File: src/msg_framer_pkg.sv
package msg_framer_pkg;
	// Message geometry
	localparam int unsigned WORD_W         = 16;
	localparam int unsigned HDR_WORDS      = 6;
	localparam int unsigned MSG_BITS_MAX   = 16384;
	localparam int unsigned MAX_DATA_WORDS = MSG_BITS_MAX / WORD_W;
	localparam int unsigned IDX_W          = 11;
	localparam logic [2:0]  HDR_LAST       = 3'h5;
	localparam logic [IDX_W-1:0] HDR_END   = IDX_W'(HDR_WORDS);
	localparam logic [IDX_W-1:0] MAX_IDX   = IDX_W'(HDR_WORDS + MAX_DATA_WORDS - 1);

	// Header field positions
	localparam int unsigned W0_CLASS   = 15;
	localparam int unsigned W0_LOOP    = 14;
	localparam int unsigned W0_ADVPRI  = 12;
	localparam int unsigned W3_MODE    = 15;
	localparam int unsigned W3_DERR    = 12;
	localparam int unsigned W3_PRI     = 8;
	localparam logic        NODE_LOOP  = 1'b1;

	// Register map, byte addresses
	localparam int unsigned ADDR_W     = 4;
	localparam logic [3:0]  REG_CTRL   = 4'h0;
	localparam logic [3:0]  REG_STATUS = 4'h4;
	localparam logic [3:0]  REG_DROPS  = 4'h8;

	// Control fields
	localparam int unsigned CTRL_AR    = 0;
	localparam int unsigned CTRL_MSB   = 1;
	localparam int unsigned CTRL_ADVPRI = 2;
	localparam logic [3:0]  CTRL_RESET = 4'h0;

	// Status fields
	localparam int unsigned ST_STICKY  = 3;
	localparam logic [2:0]  ST_RESET   = 3'h0;

	localparam logic [1:0]  RESP_OKAY   = 2'h0;
	localparam logic [1:0]  RESP_SLVERR = 2'h2;

	typedef enum {RX_HDR, RX_EMIT, RX_PASS, RX_DROP} rx_state_t;
	typedef enum {TX_FILL, TX_HDR, TX_PASS} tx_state_t;

	// Header sum that both directions share
	function automatic logic [15:0] hdr_sum(input logic [15:0] a, input logic [15:0] b,
		input logic [15:0] c, input logic [15:0] d, input logic [15:0] e);
		return 16'(a + b + c + d + e);
	endfunction

	function automatic logic [15:0] rev16(input logic [15:0] w);
		logic [15:0] r;
		r = 16'h0000;
		for (int i = 0; i < 16; i++) begin
			r[i] = w[15-i];
		end
		return r;
	endfunction
endpackage

File: src/word_serialiser.sv
`timescale 1ns/1ps
module word_serialiser (
	input  wire logic        ref_clk,
	input  wire logic        rst,
	input  wire logic        load,
	input  wire logic [15:0] word,
	input  wire logic        msb_first,
	input  wire logic        last,
	output logic             ser_bit,
	output logic             ser_en,
	output logic             ser_end,
	output logic             busy
);
	import msg_framer_pkg::*;

	logic [15:0] sh_q;
	logic [3:0]  cnt_q;
	logic        busy_q;
	logic        msb_q;
	logic        last_q;
	logic        bit_q;
	logic        en_q;
	logic        end_q;

	// Shift direction fixed per word so a mode change never splits one
	always_ff @(posedge ref_clk) begin
		if (rst) begin
			sh_q   <= 16'h0000;
			cnt_q  <= 4'h0;
			busy_q <= 1'b0;
			msb_q  <= 1'b0;
			last_q <= 1'b0;
			bit_q  <= 1'b0;
			en_q   <= 1'b0;
			end_q  <= 1'b0;
		end else if (busy_q) begin
			bit_q  <= msb_q ? sh_q[15] : sh_q[0];
			sh_q   <= msb_q ? {sh_q[14:0], 1'b0} : {1'b0, sh_q[15:1]};
			en_q   <= 1'b1;
			end_q  <= last_q && (cnt_q == 4'hf);
			cnt_q  <= cnt_q + 4'h1;
			busy_q <= (cnt_q != 4'hf); // Always all sixteen bits
		end else begin
			en_q   <= 1'b0;
			end_q  <= 1'b0;
			if (load) begin
				sh_q   <= word;
				cnt_q  <= 4'h0;
				busy_q <= 1'b1;
				msb_q  <= msb_first;
				last_q <= last;
			end
		end
	end

	assign ser_bit = bit_q;
	assign ser_en  = en_q;
	assign ser_end = end_q;
	assign busy    = busy_q;
endmodule // word_serialiser

File: src/msg_framer.sv
// Decided for this implementation: the register addresses and the AXI4-Lite register port.
`timescale 1ns/1ps
module msg_framer (
	input  wire logic                              ref_clk,
	input  wire logic                              rst,
	input  wire logic [msg_framer_pkg::ADDR_W-1:0] s_axi_awaddr,
	input  wire logic                              s_axi_awvalid,
	output logic                                   s_axi_awready,
	input  wire logic [31:0]                       s_axi_wdata,
	input  wire logic [3:0]                        s_axi_wstrb,
	input  wire logic                              s_axi_wvalid,
	output logic                                   s_axi_wready,
	output logic [1:0]                             s_axi_bresp,
	output logic                                   s_axi_bvalid,
	input  wire logic                              s_axi_bready,
	input  wire logic [msg_framer_pkg::ADDR_W-1:0] s_axi_araddr,
	input  wire logic                              s_axi_arvalid,
	output logic                                   s_axi_arready,
	output logic [31:0]                            s_axi_rdata,
	output logic [1:0]                             s_axi_rresp,
	output logic                                   s_axi_rvalid,
	input  wire logic                              s_axi_rready,
	input  wire logic                              link_rx_bit,
	input  wire logic                              link_rx_en,
	input  wire logic                              link_rx_end,
	output logic                                   link_tx_bit,
	output logic                                   link_tx_en,
	output logic                                   link_tx_end,
	input  wire logic [15:0]                       tx_in_word,
	input  wire logic                              tx_in_valid,
	input  wire logic                              tx_in_last,
	output logic                                   tx_in_ready,
	input  wire logic                              tx_data_err,
	output logic [15:0]                            rx_out_word,
	output logic                                   rx_out_valid,
	output logic                                   rx_out_last,
	output logic                                   rx_out_abort,
	output logic                                   rx_out_stream,
	output logic [1:0]                             rx_out_pri,
	output logic                                   ar_valid,
	output logic [7:0]                             ar_num,
	output logic                                   ar_accept,
	output logic                                   hdr_err
);
	import msg_framer_pkg::*;

	// Bus state
	logic                    awready_q;
	logic                    wready_q;
	logic                    bvalid_q;
	logic [1:0]              bresp_q;
	logic                    arready_q;
	logic                    rvalid_q;
	logic [1:0]              rresp_q;
	logic [31:0]             rdata_q;
	logic [ADDR_W-1:0]       awaddr_q;
	logic [31:0]             wdata_q;
	logic [3:0]              wstrb_q;
	logic [3:0]              ctrl_q;
	logic [2:0]              sticky_q;
	logic [15:0]             drops_q;
	logic [1:0]              peer_q;
	// Receive state
	rx_state_t               rx_state_q;
	logic [IDX_W-1:0]        rx_idx_q;
	logic [2:0]              emit_q;
	logic                    end_seen_q;
	logic [15:0]             rsh_q;
	logic [3:0]              rbit_q;
	logic [15:0]             hdr_q [HDR_WORDS];
	logic [15:0]             out_word_q;
	logic                    out_valid_q;
	logic                    out_last_q;
	logic                    out_abort_q;
	logic                    out_stream_q;
	logic [1:0]              out_pri_q;
	logic                    ar_valid_q;
	logic [7:0]              ar_num_q;
	logic                    ar_accept_q;
	logic                    hdr_err_q;
	// Transmit state
	tx_state_t               tx_state_q;
	logic [2:0]              tidx_q;
	logic                    tx_end_q;
	logic                    tx_ready_q;
	logic [15:0]             thdr_q [HDR_WORDS];
	logic                    ser_load_q;
	logic [15:0]             ser_word_q;
	logic                    ser_last_q;
	logic                    ser_busy;

	function automatic logic reg_mapped(input logic [ADDR_W-1:0] a);
		return (a == REG_CTRL) || (a == REG_STATUS) || (a == REG_DROPS);
	endfunction

	// Bus decode
	wire        wr_fire   = ~awready_q & ~wready_q & ~bvalid_q;
	wire        wr_ctrl   = wr_fire & (awaddr_q == REG_CTRL) & wstrb_q[0];
	wire        wr_status = wr_fire & (awaddr_q == REG_STATUS) & wstrb_q[0];
	wire        rd_take   = s_axi_arvalid & arready_q;
	wire        ctrl_ar   = ctrl_q[CTRL_AR];
	wire        ctrl_msb  = ctrl_q[CTRL_MSB];
	wire [1:0]  go_pri    = ctrl_q[CTRL_ADVPRI +: 2];
	wire        rx_busy   = (rx_state_q != RX_HDR) | (rx_idx_q != '0);
	wire        tx_busy   = (tx_state_q != TX_FILL);
	wire [31:0] status_w  = {22'h00_0000, tx_busy, rx_busy, 2'h0, peer_q, 1'b0, sticky_q};
	wire [31:0] rd_mux    = (s_axi_araddr == REG_CTRL)   ? {28'h000_0000, ctrl_q} :
	                        (s_axi_araddr == REG_STATUS) ? status_w :
	                        (s_axi_araddr == REG_DROPS)  ? {16'h0000, drops_q} : 32'h0000_0000;

	// Write channel: address and data latch apart, answer once both are held
	always_ff @(posedge ref_clk) begin
		if (rst) begin
			awready_q <= 1'b1;
			wready_q  <= 1'b1;
			bvalid_q  <= 1'b0;
			bresp_q   <= RESP_OKAY;
			awaddr_q  <= '0;
			wdata_q   <= 32'h0000_0000;
			wstrb_q   <= 4'h0;
		end else begin
			if (s_axi_awvalid && awready_q) begin
				awready_q <= 1'b0;
				awaddr_q  <= s_axi_awaddr;
			end else if (wr_fire) begin
				awready_q <= 1'b1;
			end
			if (s_axi_wvalid && wready_q) begin
				wready_q <= 1'b0;
				wdata_q  <= s_axi_wdata;
				wstrb_q  <= s_axi_wstrb;
			end else if (wr_fire) begin
				wready_q <= 1'b1;
			end
			if (wr_fire) begin
				bvalid_q <= 1'b1;
				bresp_q  <= reg_mapped(awaddr_q) ? RESP_OKAY : RESP_SLVERR;
			end else if (s_axi_bready) begin
				bvalid_q <= 1'b0;
			end
		end
	end

	// Read channel: one read at a time, data captured at the address edge
	always_ff @(posedge ref_clk) begin
		if (rst) begin
			arready_q <= 1'b1;
			rvalid_q  <= 1'b0;
			rresp_q   <= RESP_OKAY;
			rdata_q   <= 32'h0000_0000;
		end else if (rd_take) begin
			arready_q <= 1'b0;
			rvalid_q  <= 1'b1;
			rdata_q   <= rd_mux;
			rresp_q   <= reg_mapped(s_axi_araddr) ? RESP_OKAY : RESP_SLVERR;
		end else if (rvalid_q && s_axi_rready) begin
			rvalid_q  <= 1'b0;
			arready_q <= 1'b1;
		end
	end

	// Receive decode: one switch for acceptance gates both directions
	wire [15:0] rx_lsb    = {link_rx_bit, rsh_q[15:1]};
	wire [15:0] rx_word   = ctrl_msb ? rev16(rx_lsb) : rx_lsb;
	wire        rx_wdone  = link_rx_en & (rbit_q == 4'hf);
	wire        rx_end    = link_rx_en & link_rx_end;
	wire        rx_hlast  = (rx_state_q == RX_HDR) & rx_wdone & (rx_idx_q == IDX_W'(HDR_LAST));
	wire [15:0] rx_sum    = 16'(hdr_sum(hdr_q[0], hdr_q[2], hdr_q[3], hdr_q[4], rx_word) + hdr_q[1]);
	wire        rx_ok     = rx_hlast & (rx_sum == 16'h0000);
	wire        rx_bad    = rx_hlast & (rx_sum != 16'h0000);
	wire        is_data   = ~hdr_q[0][W0_CLASS];
	wire [1:0]  rx_pri    = hdr_q[3][W3_PRI +: 2];
	wire        rx_keep   = rx_ok & (~is_data | (rx_pri >= go_pri));
	wire        rx_report = rx_ok & is_data & ctrl_ar & (hdr_q[0][7:0] != 8'h00);
	wire        rx_loop   = rx_ok & (hdr_q[0][W0_LOOP] == NODE_LOOP);
	wire        emit_fire = (rx_state_q == RX_EMIT) & ~rx_end;
	wire        pass_fire = (rx_state_q == RX_PASS) & rx_wdone;
	wire        rx_long   = pass_fire & (rx_idx_q == MAX_IDX) & ~rx_end;
	wire        rx_part   = ((rx_state_q == RX_EMIT) | (rx_state_q == RX_PASS)) & rx_end & ~rx_wdone;
	wire        rx_abort  = rx_part | rx_long;
	wire [2:0]  st_set    = {rx_abort, rx_loop, rx_bad};
	wire [2:0]  st_clr    = wr_status ? wdata_q[ST_STICKY-1:0] : ST_RESET;

	// Control, sticky flags (set beats clear) and drop counter
	always_ff @(posedge ref_clk) begin
		if (rst) begin
			ctrl_q   <= CTRL_RESET;
			sticky_q <= ST_RESET;
			drops_q  <= 16'h0000;
			peer_q   <= 2'h0;
		end else begin
			if (wr_ctrl) begin
				ctrl_q <= wdata_q[3:0];
			end
			sticky_q <= (sticky_q & ~st_clr) | st_set;
			if (rx_bad) begin
				drops_q <= drops_q + 16'h0001;
			end
			if (rx_ok) begin
				peer_q <= hdr_q[0][W0_ADVPRI +: 2];
			end
		end
	end

	// Deserialiser; the link layer's end marker rides on the last bit
	always_ff @(posedge ref_clk) begin
		if (rst) begin
			rsh_q  <= 16'h0000;
			rbit_q <= 4'h0;
		end else if (link_rx_en) begin
			rsh_q  <= rx_lsb;
			rbit_q <= rx_end ? 4'h0 : rbit_q + 4'h1;
		end
	end

	// Header words land untouched, addresses included
	always_ff @(posedge ref_clk) begin
		if ((rx_state_q == RX_HDR) && rx_wdone && (rx_idx_q < HDR_END)) begin
			hdr_q[rx_idx_q[2:0]] <= rx_word;
		end
	end

	// Receive sequencer: nothing leaves before the checksum is known
	always_ff @(posedge ref_clk) begin
		if (rst) begin
			rx_state_q <= RX_HDR;
			rx_idx_q   <= '0;
			end_seen_q <= 1'b0;
		end else begin
			unique case (rx_state_q)
			RX_HDR: begin
				if (rx_hlast) begin
					rx_idx_q   <= (rx_end && !rx_keep) ? '0 : HDR_END;
					end_seen_q <= rx_end;
					if (rx_keep) begin
						rx_state_q <= RX_EMIT;
					end else if (!rx_end) begin
						rx_state_q <= RX_DROP;
					end
				end else if (rx_end) begin
					rx_idx_q <= '0; // Runt or ragged header dies here
				end else if (rx_wdone) begin
					rx_idx_q <= rx_idx_q + 1'b1;
				end
			end
			RX_EMIT: begin
				if (rx_end) begin
					rx_state_q <= RX_HDR;
					rx_idx_q   <= '0;
				end else if (emit_q == HDR_LAST) begin
					rx_state_q <= end_seen_q ? RX_HDR : RX_PASS;
					rx_idx_q   <= end_seen_q ? '0 : HDR_END;
				end
			end
			RX_PASS: begin
				if (rx_end) begin
					rx_state_q <= RX_HDR;
					rx_idx_q   <= '0;
				end else if (rx_long) begin
					rx_state_q <= RX_DROP;
				end else if (rx_wdone) begin
					rx_idx_q <= rx_idx_q + 1'b1;
				end
			end
			RX_DROP: begin
				if (rx_end) begin
					rx_state_q <= RX_HDR;
					rx_idx_q   <= '0;
				end
			end
			endcase
		end
	end

	// Replay header in order, then pass data words
	always_ff @(posedge ref_clk) begin
		if (rst) begin
			emit_q       <= 3'h0;
			out_word_q   <= 16'h0000;
			out_valid_q  <= 1'b0;
			out_last_q   <= 1'b0;
			out_abort_q  <= 1'b0;
			out_stream_q <= 1'b0;
			out_pri_q    <= 2'h0;
			ar_valid_q   <= 1'b0;
			ar_num_q     <= 8'h00;
			ar_accept_q  <= 1'b0;
			hdr_err_q    <= 1'b0;
		end else begin
			emit_q      <= (rx_state_q == RX_EMIT) ? emit_q + 3'h1 : 3'h0;
			out_valid_q <= emit_fire | pass_fire;
			out_word_q  <= (rx_state_q == RX_EMIT) ? hdr_q[emit_q] : rx_word;
			out_last_q  <= (emit_fire & (emit_q == HDR_LAST) & end_seen_q) | (pass_fire & rx_end);
			out_abort_q <= rx_abort;
			hdr_err_q   <= rx_bad;
			ar_valid_q  <= rx_report;
			if (rx_report) begin
				ar_num_q    <= hdr_q[0][7:0];
				ar_accept_q <= rx_keep;
			end
			if (rx_keep) begin
				out_stream_q <= is_data & hdr_q[3][W3_MODE];
				out_pri_q    <= rx_pri;
			end
		end
	end

	// Transmit header edits: loop bit, advisory, acceptance fields, error flag
	wire        tx_take   = tx_in_valid & tx_ready_q;
	wire        ser_idle  = ~ser_busy & ~ser_load_q;
	wire        tx_isdata = ~thdr_q[0][W0_CLASS];
	wire [7:0]  tx_num    = ctrl_ar ? tx_in_word[7:0] : 8'h00;
	wire [15:0] tx_w0     = {tx_in_word[15], NODE_LOOP, go_pri, tx_in_word[11:8], tx_num};
	wire        tx_derr   = tx_isdata ? tx_data_err : tx_in_word[W3_DERR];
	wire [15:0] tx_w3     = {tx_in_word[15:13], tx_derr, tx_in_word[11:0]};
	wire [15:0] tx_fill   = (tidx_q == 3'h0) ? tx_w0 :
	                        (tidx_q == 3'h2) ? (ctrl_ar ? tx_in_word : 16'h0000) :
	                        (tidx_q == 3'h3) ? tx_w3 : tx_in_word;
	wire [15:0] tx_cksum  = 16'(16'h0000 - hdr_sum(thdr_q[0], thdr_q[2], thdr_q[3],
	                        thdr_q[4], thdr_q[5]));

	always_ff @(posedge ref_clk) begin
		if ((tx_state_q == TX_FILL) && tx_take) begin
			thdr_q[tidx_q] <= tx_fill;
		end
	end

	// Transmit sequencer: header must be whole before its checksum exists
	always_ff @(posedge ref_clk) begin
		if (rst) begin
			tx_state_q <= TX_FILL;
			tidx_q     <= 3'h0;
			tx_end_q   <= 1'b0;
		end else begin
			unique case (tx_state_q)
			TX_FILL: begin
				if (tx_take && (tidx_q == HDR_LAST)) begin
					tx_state_q <= TX_HDR;
					tidx_q     <= 3'h0;
					tx_end_q   <= tx_in_last;
				end else if (tx_take) begin
					tidx_q <= tx_in_last ? 3'h0 : tidx_q + 3'h1; // Short header discarded
				end
			end
			TX_HDR: begin
				if (ser_idle && (tidx_q == HDR_LAST)) begin
					tx_state_q <= tx_end_q ? TX_FILL : TX_PASS;
					tidx_q     <= 3'h0;
				end else if (ser_idle) begin
					tidx_q <= tidx_q + 3'h1;
				end
			end
			TX_PASS: begin
				if (tx_take && tx_in_last) begin
					tx_state_q <= TX_FILL;
				end
			end
			endcase
		end
	end

	// Ready and serialiser loads; data waits on the shifter, no buffer
	always_ff @(posedge ref_clk) begin
		if (rst) begin
			tx_ready_q <= 1'b0;
			ser_load_q <= 1'b0;
			ser_word_q <= 16'h0000;
			ser_last_q <= 1'b0;
		end else begin
			if (tx_take && ((tx_state_q == TX_PASS) || (tidx_q == HDR_LAST))) begin
				tx_ready_q <= 1'b0;
			end else if ((tx_state_q == TX_FILL) || ((tx_state_q == TX_PASS) && ser_idle)) begin
				tx_ready_q <= 1'b1;
			end
			ser_load_q <= ((tx_state_q == TX_HDR) && ser_idle) || ((tx_state_q == TX_PASS) && tx_take);
			if ((tx_state_q == TX_HDR) && ser_idle) begin
				ser_word_q <= (tidx_q == 3'h1) ? tx_cksum : thdr_q[tidx_q];
				ser_last_q <= tx_end_q && (tidx_q == HDR_LAST);
			end else if ((tx_state_q == TX_PASS) && tx_take) begin
				ser_word_q <= tx_in_word;
				ser_last_q <= tx_in_last;
			end
		end
	end

	word_serialiser u_ser (
		.ref_clk   (ref_clk),
		.rst       (rst),
		.load      (ser_load_q),
		.word      (ser_word_q),
		.msb_first (ctrl_msb),
		.last      (ser_last_q),
		.ser_bit   (link_tx_bit),
		.ser_en    (link_tx_en),
		.ser_end   (link_tx_end),
		.busy      (ser_busy)
	);

	// Outputs straight from their flops
	assign s_axi_awready = awready_q;
	assign s_axi_wready  = wready_q;
	assign s_axi_bvalid  = bvalid_q;
	assign s_axi_bresp   = bresp_q;
	assign s_axi_arready = arready_q;
	assign s_axi_rvalid  = rvalid_q;
	assign s_axi_rresp   = rresp_q;
	assign s_axi_rdata   = rdata_q;
	assign tx_in_ready   = tx_ready_q;
	assign rx_out_word   = out_word_q;
	assign rx_out_valid  = out_valid_q;
	assign rx_out_last   = out_last_q;
	assign rx_out_abort  = out_abort_q;
	assign rx_out_stream = out_stream_q;
	assign rx_out_pri    = out_pri_q;
	assign ar_valid      = ar_valid_q;
	assign ar_num        = ar_num_q;
	assign ar_accept     = ar_accept_q;
	assign hdr_err       = hdr_err_q;

	wire ser_w_lsb = ser_word_q[0];
	wire ser_w_msb = ser_word_q[15];
endmodule // msg_framer

File: config.mk
export PLATFORM = sky130hd
export DESIGN_NAME = msg_framer
export DESIGN_NICKNAME = d
export VERILOG_FILES = /design/src/msg_framer_pkg.sv /design/src/word_serialiser.sv /design/src/msg_framer.sv
export SDC_FILE = /design/constraint.sdc
export NUM_CORES = 1
export LEC_CHECK = 0
export ABC_AREA = 1
export CORE_UTILIZATION = 60
export CTS_BUF_LIST = sky130_fd_sc_hd__clkbuf_4 sky130_fd_sc_hd__clkbuf_8
export DETAILED_ROUTE_END_ITERATION = 7
export DONT_BUFFER_PORTS = 1
export PLACE_DENSITY = 0.78
export SLEW_MARGIN = 15
export SYNTH_ARGS = -nofsm -noshare
export SYNTH_HDL_FRONTEND = slang
export SYNTH_HIERARCHICAL = 1
export SYNTH_SLANG_ARGS = --single-unit
export TNS_END_PERCENT = 10
File: constraint.sdc
create_clock -name ref_clk -period 9.9 [get_ports ref_clk]
set_input_delay 0.99 -clock ref_clk [delete_from_list [all_inputs] [get_ports ref_clk]]
set_output_delay 0.99 -clock ref_clk [all_outputs]
set_load 0.03 [all_outputs]
# Word level (Yosys, flattened, before mapping)
# Memory sizes are Yosys's and may differ from the RTL's. A register that Yosys moved wholly into a read port is not among the register bits.
# Index checks and enable logic that the tools add are counted.
classes:
  eq_ne: 34
  n_lt_le_gt_ge: 2
  n_addsub: 16
  reduce_logical: 54
  n_mux: 77
  n_bitwise: 48
op_table:
  columns: ["operator", "count"]
  rows:
  - ["$mux 32", 11]
  - ["$mux 16", 14]
  - ["$eq 32x2->1 const B", 5]
  - ["$add 16x16->16", 9]
  - ["$logic_not 32->1", 4]
  - ["$pmux 32 s4", 1]
  - ["$pmux 32 s3", 1]
  - ["$mux 11", 8]
  - ["$eq 32x1->1 const B", 2]
  - ["$eq 32x3->1 const B", 2]
  - ["$reduce_bool 32->1", 2]
  - ["$pmux 11 s4", 1]
  - ["$mux 3", 11]
  - ["$and 1x1->1", 30]
  - ["$mux 1", 20]
  - ["$ne 3x3->1 const B", 6]
  - ["$add 16x1->16 const B", 1]
  - ["$eq 4x4->1 const B", 4]
  - ["$logic_and 1x1->1", 16]
  - ["$logic_not 16->1", 1]
  - ["$reduce_bool 16->1", 1]
  - ["$sub 1x16->16 const A", 1]
  - ["$reduce_bool 2->1", 7]
  - ["$mux 13", 1]
  - ["32 further kinds", 72]
totals:
  memories: 2
  output_inout_bits: 78
  mem_bits_rw: 192
  reg_bits: 256
  input_bits: 73
mem_list:
  columns: ["name", "depth", "width", "read_ports", "rd_clocked_by_memory_dff", "write_ports", "line", "text"]
  rows:
  - ["hdr_q", 6, 16, 6, 1, 1, "msg_framer.sv:70", "logic [15:0] hdr_q [HDR_WORDS];"]
  - ["thdr_q", 6, 16, 6, 1, 1, "msg_framer.sv:86", "logic [15:0] thdr_q [HDR_WORDS];"]

# Logic depth before layout (Yosys ltp)
# Gate-level depths: netlist (run 1).
# An unclocked memory read counts as a cell.
depth:
  depth_word: 14
  ltp_mapped: 28
  mapped_depth_nobuf: 28

# By module
# The synthesis (run 1) kept the hierarchy.
by_module_without_submodules:
  columns: ["mod", "seq_area_each_um2", "cells_per_inst", "n_inst", "area_each_um2"]
  rows:
  - ["msg_framer", 10770.3, 2260, 1, 21511.9]
  - ["word_serialiser", 520.5, 221, 1, 1362.6]

# Worst setup path before layout (run 1)
# Ideal clock, no wire load.
synth_path:
  path_type: "reg2reg"
  start: "reg ctrl_q[1]"
  end: "reg ar_accept_q (netlist: ar_accept)"
  setup_slack_ns: 5.042
  t_arrival_ns: 4.726
  synth_period_minus_slack_ns: 4.858
  t_required_ns: 9.768
  setup_time_ns: 0.132
  path_stages_with_launch: 26
  path_buffers: 3
  path_cell_list: "dfxtp_1 buf_6 clkbuf_1 o21ai_0 fa_1 inv_1 fa_1 fa_1 inv_1 ha_1 fa_1 nand3_1 nand2_1 nand2_1 nand2_1 nor2_1 nand3_1 nor2_1 nand4_1 nor2_4 nand3_4 inv_2 nand2_4 buf_6 nand2_1 a21oi_1"
synth_between:
  elab_chain_cells: 8
  word_cells_on_any_way: 9
synth_lines:
  columns: ["item", "line", "text"]
  rows:
  - ["from (decl)", "msg_framer.sv:59", "logic [3:0] ctrl_q;"]
  - ["from (signal assigned)", "msg_framer.sv:193", "ctrl_q <= wdata_q[3:0];"]
  - ["$mux 16 (*)", "msg_framer.sv:164", "wire [15:0] rx_word = ctrl_msb ? rev16(rx_lsb) : rx_lsb;"]
  - ["net rx_word[2]", "msg_framer.sv:164", null]
  - ["$add 16x16->16 (*)", "msg_framer_pkg.sv:46", "return 16'(a + b + c + d + e);"]
  - ["$add 16x16->16 (*)", "msg_framer.sv:168", "wire [15:0] rx_sum = 16'(hdr_sum(hdr_q[0], hdr_q[2], hdr_q[3], hdr_q[4], rx_word) + hdr_q[1]);"]
  - ["$logic_not 16->1 (*)", "msg_framer.sv:169", "wire rx_ok = rx_hlast & (rx_sum == 16'h0000);"]
  - ["$and 1x1->1 (*)", "msg_framer.sv:169", null]
  - ["$and 1x1->1 (3 in series)", "msg_framer.sv:174", "wire rx_report = rx_ok & is_data & ctrl_ar & (hdr_q[0][7:0] != 8'h00);"]
  - ["to (signal assigned)", "msg_framer.sv:299", "ar_accept_q <= rx_keep;"]
  - ["to (decl)", "msg_framer.sv:79", "logic ar_accept_q;"]
# Mark *: on every way through the listed nets, which the timed path passes. The rest lies on a longest branch.
# A chain may end at the register's enable or synchronous reset.

# Worst setup path after layout (run 1)
layout_path:
  start: "reg ctrl_q[1]"
  end: "reg drops_q[7]"
layout_between:
  elab_chain_cells: 5
layout_lines:
  columns: ["item", "line", "text"]
  rows:
  - ["$mux 16", "msg_framer.sv:164", null]
  - ["net rx_word[5]", "msg_framer.sv:164", null]
  - ["$add 16x16->16", "msg_framer_pkg.sv:46", null]
  - ["$add 16x16->16", "msg_framer.sv:168", null]
  - ["$reduce_bool 16->1", "msg_framer.sv:170", "wire rx_bad = rx_hlast & (rx_sum != 16'h0000);"]
  - ["$and 1x1->1", "msg_framer.sv:170", null]
  - ["to (signal assigned)", "msg_framer.sv:197", "drops_q <= drops_q + 16'h0001;"]
  - ["to (decl)", "msg_framer.sv:61", "logic [15:0] drops_q;"]
# The timed path passes the listed nets, and every way through them passes these cells.

==> run summary, run 1 <==
YOSYS
--------------------------------------------------------------------------------
Post-Syn Area                                                          22870 um2
Sequential-to-total area share from yosys stat                            0.4936
Count of distinct cell types in the synthesized netlist                       54
Fraction of post-synthesis cell area in the top cell type by area         0.3361
FFs w/ async S/R, synth                                                        0
Most common flop cell mapped by yosys                                   edfxtp_1
Gate count after technology mapping                                         2481
Synth top cells by count                                            nand2_1, inv_1, o21ai_0
Yosys synthesis warning count                                                  6
Count of state elements after synthesis                                      436
Leading post-synthesis cells by cell area                           edfxtp_1, dfxtp_1, fa_1
Post-synthesis area per instance                                       9.220 um2
Most repeated cell in the gate-level netlist after synthesis             nand2_1
Number of enable flip-flop cells after synthesis                             256
Yosys top cell by area                                                  edfxtp_1

STA
--------------------------------------------------------------------------------
Count of endpoints failing hold in the final timing report                     0
Clock period minus worst slack                                          5.448 ns
Setup repair after global routing missed its margin                        false
Transition time at the pin with the least slew margin                   1.124 ns
Setup skew after layout                                               0.02985 ns
Maximum clock frequency                                               0.1836 GHz
Setup Total Neg Slack                                                       0 ns
Setup violation total in the final timing report                               0
Period utilization                                                        0.5503
Worst slew slack as a fraction of its limit                               0.2498
Number of max-slew violations in the final report                              0

CELLS AND AREA
--------------------------------------------------------------------------------
Final core area utilization                                               0.6660
Total area of sequential cells                                         11290 um2
Growth of design area from synthesis to finish                            9.408%
Fill cell instance count of the final layout                                2926
Combined area of the multi-input logic cells                            9881 um2
Post-route cell area                                                   25030 um2
Number of nets in the finished design                                       2768
Layout cells sized above 1                                               0.08121

CRITICAL PATH
--------------------------------------------------------------------------------
Type of element launching the critical path                            flip-flop
Cell chain of the critical path                                     buf_4 > o21ai_0 > fa_1 > inv_1 > fa_1 > fa_1 > inv_1 > ha_1 > nand2_1 > nor2_2 > nand2_1 > nand3_1 > inv_2 > o21ai_2 > inv_1 > nand2_1 > nand4_1 > nor2_1 > nand3_1 > nand2_1 > inv_1 > nand2_1 > a21oi_1
Worst-path cell with the longest stage delay                             o21ai_0
Maximum fanout count along the critical path                                  34
CP Class                                                            flip-flop to flip-flop
Most frequent cell on the critical path                                  nand2_1
Family with the most delay on the worst path                         adder cells
Data arrival, critical path                                              5.96 ns
Critical path endpoint category                                        flip-flop
Worst EP required                                                       10.42 ns
CP max stage delay                                                       0.85 ns
Number of buffers and inverters on the critical path                           6

CLOCKING
--------------------------------------------------------------------------------
Post-CTS Setup Inserts                                                         0
CTS tree                                                                    done
CTS H-Tree Depth                                                               3
Sinks on the clock net                                                       436
Clock Path Buffers                                                             3
Clk_lat worst skew                                                       0.65 ns
Root buf cell                                                           clkbuf_8
# resized after CTS                                                            0
Worst-path clk slew                                                      0.06 ns
Number of CTS-inserted buffers                                                74
Number of hold-repair buffers added at the cts stage                           0

DETAILED ROUTING
--------------------------------------------------------------------------------
Vias per cell                                                              5.713
Count of TritonRoute iterations in the first routing pass                      6
Initial detailed-routing violation count                                    1297
Routed vias                                                                17700
DRC violations left                                                            0
Detailed Route WL                                                       56.15 mm
ANT nets after route                                                           0
Detail-routed net length per standard cell                              18.12 um

GRT
--------------------------------------------------------------------------------
Global-route wire length before repair                                  88.22 mm
GRT overflow                                                                   0
Via count of the first global-routing pass                                 17600
Antenna violations before repair                                               1
Maximum number of pins on one net before global-route repair                  79
Combined global-route utilization of all metal layers                     0.2923

PLACEMENT
--------------------------------------------------------------------------------
Post-detail-place hpwl                                                  37.53 mm
Last weighted congestion value of the routability-driven placer           0.9118
Dpl cell area                                                          23440 um2
Count of input and output buffers                                              0

FLOORPLANNING
--------------------------------------------------------------------------------
Vertical extent of the die                                              197.3 um
Core region area                                                       37580 um2
Die area                                                               38910 um2
Number of I/O pins                                                           151
Cell Rows                                                                     71
Initial core utilization                                                  0.6087
Die boundary width                                                      197.3 um

HOLD PATH
--------------------------------------------------------------------------------
Classification of the worst-slack hold path                         input port to flip-flop

PWR
--------------------------------------------------------------------------------
Power per cell area                                                 171.5 nW/um2
Max VDD drop                                                            153.1 uV
Leak pwr                                                                10.03 nW

FLOW RUN
--------------------------------------------------------------------------------
Maxcap violations                                                              0

OUTCOME
--------------------------------------------------------------------------------
Run status                                                          finished, final reports clean

-- flip-flops by register name, summed over array words and instances (netlist names), 11 cells and up, named ones only --
signal,count
u_ser/sh_q,16
ser_word_q,16
rx_out_word,16
drops_q,16
hdr_q,128
thdr_q,128
s_axi_rdata,16
rx_idx_q,11
rsh_q,15
-- worst paths after layout --
| check | slack, ns | depth (start not counted) | from | endpoint |
|---|---|---|---|---|
| setup / recovery | 4.45 | 23 | ctrl_q[1] | drops_q[7] |
| hold / removal | 0.42 | 1 | rst | tx_state_q[1] |
| setup reg to reg | 4.45 | 23 | ctrl_q[1] | drops_q[7] |
| hold reg to reg | 0.45 | 2 | u_ser/last_q | u_ser/ser_end |
-- cells by family (layout without fill, tap and decap cells) --
logic type | after synthesis | in the layout | share of synthesized area
buffers and inverters | 477 | 533 | 0.08380
adders and majority gates | 168 | 168 | 0.1257
xor gates and xnor gates | 32 | 32 | 0.01225
other | 1 | 51 | 0.0001639
AOI/OAI and AO/OA | 566 | 566 | 0.1376
DFF | 436 | 436 | 0.4936
and+or+nand+nor | 801 | 801 | 0.1469
-- routing by layer --
layer  track usage  up-vias  part of all wire
li1              -     8336                 -
met1        0.3439     8524              0.39
met2        0.5056      666              0.50
met3       0.05310      174             0.065
met4        0.1622        0             0.050
met5             0        -                 0
-- report_power, final --
| group | total [mW] | switching [mW] | internal (mW) | leakage, nW |
|---|---|---|---|---|
| logic | 0.532 | 0.369 | 0.163 | 5.35 |
| clock network | 1.73 | 0.757 | 0.971 | 0.843 |
| registers | 2.03 | 0.0649 | 1.97 | 3.84 |
-- stage by stage --
stage          instances  hold slack [ns]  total power, mW  worst slack, ns
6_report            3098           0.4212            4.293            4.452
5_1_grt             3098           0.3802            4.457            3.824
3_3_place_gp        2962           0.4373            2.575            4.401
2_1_floorplan       2530           0.4206            2.459            5.042
3_5_place_dp        2962           0.4413            2.593            4.299
4_1_cts             3097           0.3848            4.305            4.299
-- cells in the final DEF (no fill, tap or decap), types with 7 or more instances in the layout --
master	Yosys	layout
ha_1	65	65
xnor2_1	13	13
dfxtp_1	180	178
nand4_1	16	16
fa_1	103	103
buf_4	21	35
clkbuf_4	0	26
o22ai_1	20	20
nor2_1	263	263
nand3_1	105	105
conb_1	1	50
o211ai_1	34	34
clkinv_1	3	10
xor2_1	19	19
nor3b_1	7	7
o21ai_0	268	263
nor3_2	1	7
nor2_2	11	11
o221ai_1	21	21
nand2_1	356	356
nor3_1	22	16
a31oi_1	7	7
inv_2	11	12
a21oi_1	178	178
clkbuf_8	0	85
edfxtp_1	256	256
nor4_1	7	7
a211oi_1	9	9
inv_1	349	348
-- layout make-up --
class / instances / share of cell area
inverters: 363 / 0.05444
diodes: 1 / 0.00009999
clock inverters: 24 / 0.008799
multi-input cells: 1617 / 0.3948
clock buffers: 111 / 0.05454
well taps: 511 / 0.02555
repair buffers: 35 / 0.01050
flip-flops and latches: 436 / 0.4513
Power figures use the tool's default switching activity.
==> run 2, diff against run 1 <==
==> constraint.sdc (replaced) <==
create_clock -name ref_clk -period 5.3 [get_ports ref_clk]
set_input_delay 0.53 -clock ref_clk [delete_from_list [all_inputs] [get_ports ref_clk]]
set_output_delay 0.53 -clock ref_clk [all_outputs]
set_load 0.03 [all_outputs]
==> run 2 against run 1 <==
  * Count of clock-buffer cells in the layout up 5
  * Sequential power grew 87%
  * Highest routed layer unchanged
  * Critical endpoint is now ar_num[5]
  * Flip-flop and latch count stayed put
  * Critical path depth fell by 1
==> run summary, run 2 (synthesis gave the netlist of run 1 again) <==
STA
-------------------------------------------------------------------------------------
Hold Slack                                                                 0.05720 ns   -0.3640 ns
Setup skew after layout                                                    0.02405 ns   -0.005802 ns
Period utilization                                                             0.9223   +0.3720
Setup repair after global routing missed its margin                             false
Setup violation total in the final timing report                                    0   unchanged
Worst Slack Setup Final                                                     0.4116 ns   -4.040 ns
Clock period minus worst slack                                               4.888 ns   -0.5597 ns
Transition time at the pin with the least slew margin                        1.118 ns   -0.005453 ns
Count of endpoints failing hold in the final timing report                          0   unchanged
Setup Total Neg Slack                                                            0 ns   unchanged
Worst slew slack as a fraction of its limit                                    0.2537   +0.003906
Maximum clock frequency                                                    0.2046 GHz   +11%
Number of max-slew violations in the final report                                   0   unchanged

CLOCKING
-------------------------------------------------------------------------------------
Clk_lat worst skew                                                            0.64 ns   about the same
Post-CTS Setup Inserts                                                              0   unchanged
Clock Path Buffers                                                                  3   unchanged
CTS tree                                                                         done
Root buf cell                                                                clkbuf_8
CTS H-Tree Depth                                                                    3   unchanged
Number of CTS-inserted buffers                                                     76   +2.7%
Worst-path clk slew                                                           0.06 ns   about the same
Sinks on the clock net                                                            436   unchanged

FLOORPLANNING
-------------------------------------------------------------------------------------
Die boundary width                                                           197.3 um   unchanged
Initial core utilization                                                       0.6087   unchanged
Number of I/O pins                                                                151   unchanged
Cell Rows                                                                          71   unchanged
Die area                                                                    38910 um2   unchanged
Vertical extent of the die                                                   197.3 um   unchanged
Core region area                                                            37580 um2   unchanged

PLACEMENT
-------------------------------------------------------------------------------------
Count of input and output buffers                                                   0   unchanged
Post-detail-place hpwl                                                       37.71 mm   +0.49%
Total instance count after detailed placement                                    2976   +0.47%
Dpl cell area                                                               23540 um2   +0.45%
Last weighted congestion value of the routability-driven placer                0.9354   +2.6%
Setup slack after placement                                                 0.2549 ns   -4.044 ns

OUTCOME
-------------------------------------------------------------------------------------
Run status                                                               finished, final reports clean

GRT
-------------------------------------------------------------------------------------
Global-route wire length before repair                                       90.47 mm   +2.5%
Antenna violations before repair                                                    0   -1
Via count of the first global-routing pass                                      17740   +0.82%
Combined global-route utilization of all metal layers                          0.3013   +0.009038
GRT overflow                                                                        0   unchanged
Maximum number of pins on one net before global-route repair                       69   -13%

CELLS AND AREA
-------------------------------------------------------------------------------------
Growth of design area from synthesis to finish                                 10.20%
Number of nets in the finished design                                            2786   +0.65%
Total area of sequential cells                                              11290 um2   about the same
Post-route cell area                                                        25210 um2   +0.72%
Layout cells sized above 1                                                    0.08829   +0.007085
Number of standard cells in the final layout excluding fillers                   3116   +0.58%
Highest-count cells in the layout ignoring fill and taps                 nand2_1, inv_1, o21ai_0
Most frequent standard cell in the layout excluding fill and tap cells        nand2_1
Fill cell instance count of the final layout                                     2888   -1.3%
Ant. Diodes                                                                         0   -1
Final core area utilization                                                    0.6708   +0.004828
Combined area of the multi-input logic cells                                 9883 um2   about the same

PWR
-------------------------------------------------------------------------------------
Power per cell area                                                      321.5 nW/um2   +87%
Max VDD drop                                                                 400.9 uV   +160%
Post-route total power                                                       8.104 mW   +89%
Leak pwr                                                                     10.14 nW   +1.0%

CRITICAL PATH
-------------------------------------------------------------------------------------
Data arrival, critical path                                                   5.46 ns   -0.50 ns
CP Class                                                                 flip-flop to flip-flop
Type of element launching the critical path                                 flip-flop
Worst EP required                                                             5.87 ns   -4.55 ns
Maximum fanout count along the critical path                                       20   -41%
Critical path endpoint category                                             flip-flop

DETAILED ROUTING
-------------------------------------------------------------------------------------
Count of TritonRoute iterations in the first routing pass                           5   -1
ANT nets after route                                                                0   unchanged
DRC violations left                                                                 0   unchanged
Initial detailed-routing violation count                                         1537   +19%
Routed vias                                                                     17790   +0.52%
Detailed Route WL                                                            57.75 mm   +2.8%
Detail-routed net length per standard cell                                   18.53 um   +2.3%
Vias per cell                                                                   5.710   about the same

HOLD PATH
-------------------------------------------------------------------------------------
Classification of the worst-slack hold path                              input port to flip-flop

FLOW RUN
-------------------------------------------------------------------------------------
Maxcap violations                                                                   0   unchanged

[run 2: changes by cell type in the layout (fill, tap and decap cells not counted), moves of 2 or more]
cell,delta
inv_8,-2
clkbuf_4,+4
buf_4,+14
o21ai_1,-5
inv_6,-2
o21ai_0,+5
[run 2: worst paths after layout]
check	from	to	slack (ns)	depth (start not counted)
worst min-delay path	s_axi_awvalid	awaddr_q[0]	0.06	2
worst min register to register	u_ser/last_q	u_ser/ser_end	0.45	2
worst max register to register	ctrl_q[1]	ar_num[5]	0.41	22
worst max-delay path	ctrl_q[1]	ar_num[5]	0.41	22
[run 2: critical path, stage by stage, from the launching register on]
cell	delay, ns
dfxtp_2	0.47
buf_4	0.27
o21ai_0	0.23
fa_1	0.58
inv_1	0.05
fa_1	0.47
fa_1	0.51
inv_1	0.04
ha_1	0.36
nand2_1	0.13
nor2_1	0.23
nand3_1	0.15
nand4_1	0.12
nand2_1	0.08
nor2_1	0.10
nand4_1	0.16
nor2_4	0.18
nand3_4	0.11
inv_2	0.10
nand2_4	0.15
nand2_1	0.14
nand2_1	0.06
nor2_1	0.13
[run 2: layout make-up]
class,count,share of cell area
flip-flops and latches,436,0.4481
multi-input cells,1617,0.3921
clock buffers,116,0.05589
inverters,363,0.05405
well taps,511,0.02536
repair buffers,51,0.01608
clock inverters,22,0.008488
[run 2: report_power, final]
| part | total (mW) | switching, mW | internal, mW |
|---|---|---|---|
| clock | 3.28 | 1.39 | 1.89 |
| combinational | 1.02 | 0.709 | 0.313 |
| sequential | 3.80 | 0.124 | 3.68 |
[run 2: timing repair]
item,in CTS,in global routing
endpoints found under the hold margin,85,0
hold buffers,2,0
resized for setup,0,2
setup endpoints to repair,0,17
[run 2: layer usage]
| layer | routed length [um] | global-route usage |
|---|---|---|
| met1 | 21910 | 0.3520 |
| met2 | 28800 | 0.5276 |
| met3 | 4063 | 0.04661 |
| met4 | 2978 | 0.1731 |
| met5 | 0 | 0 |
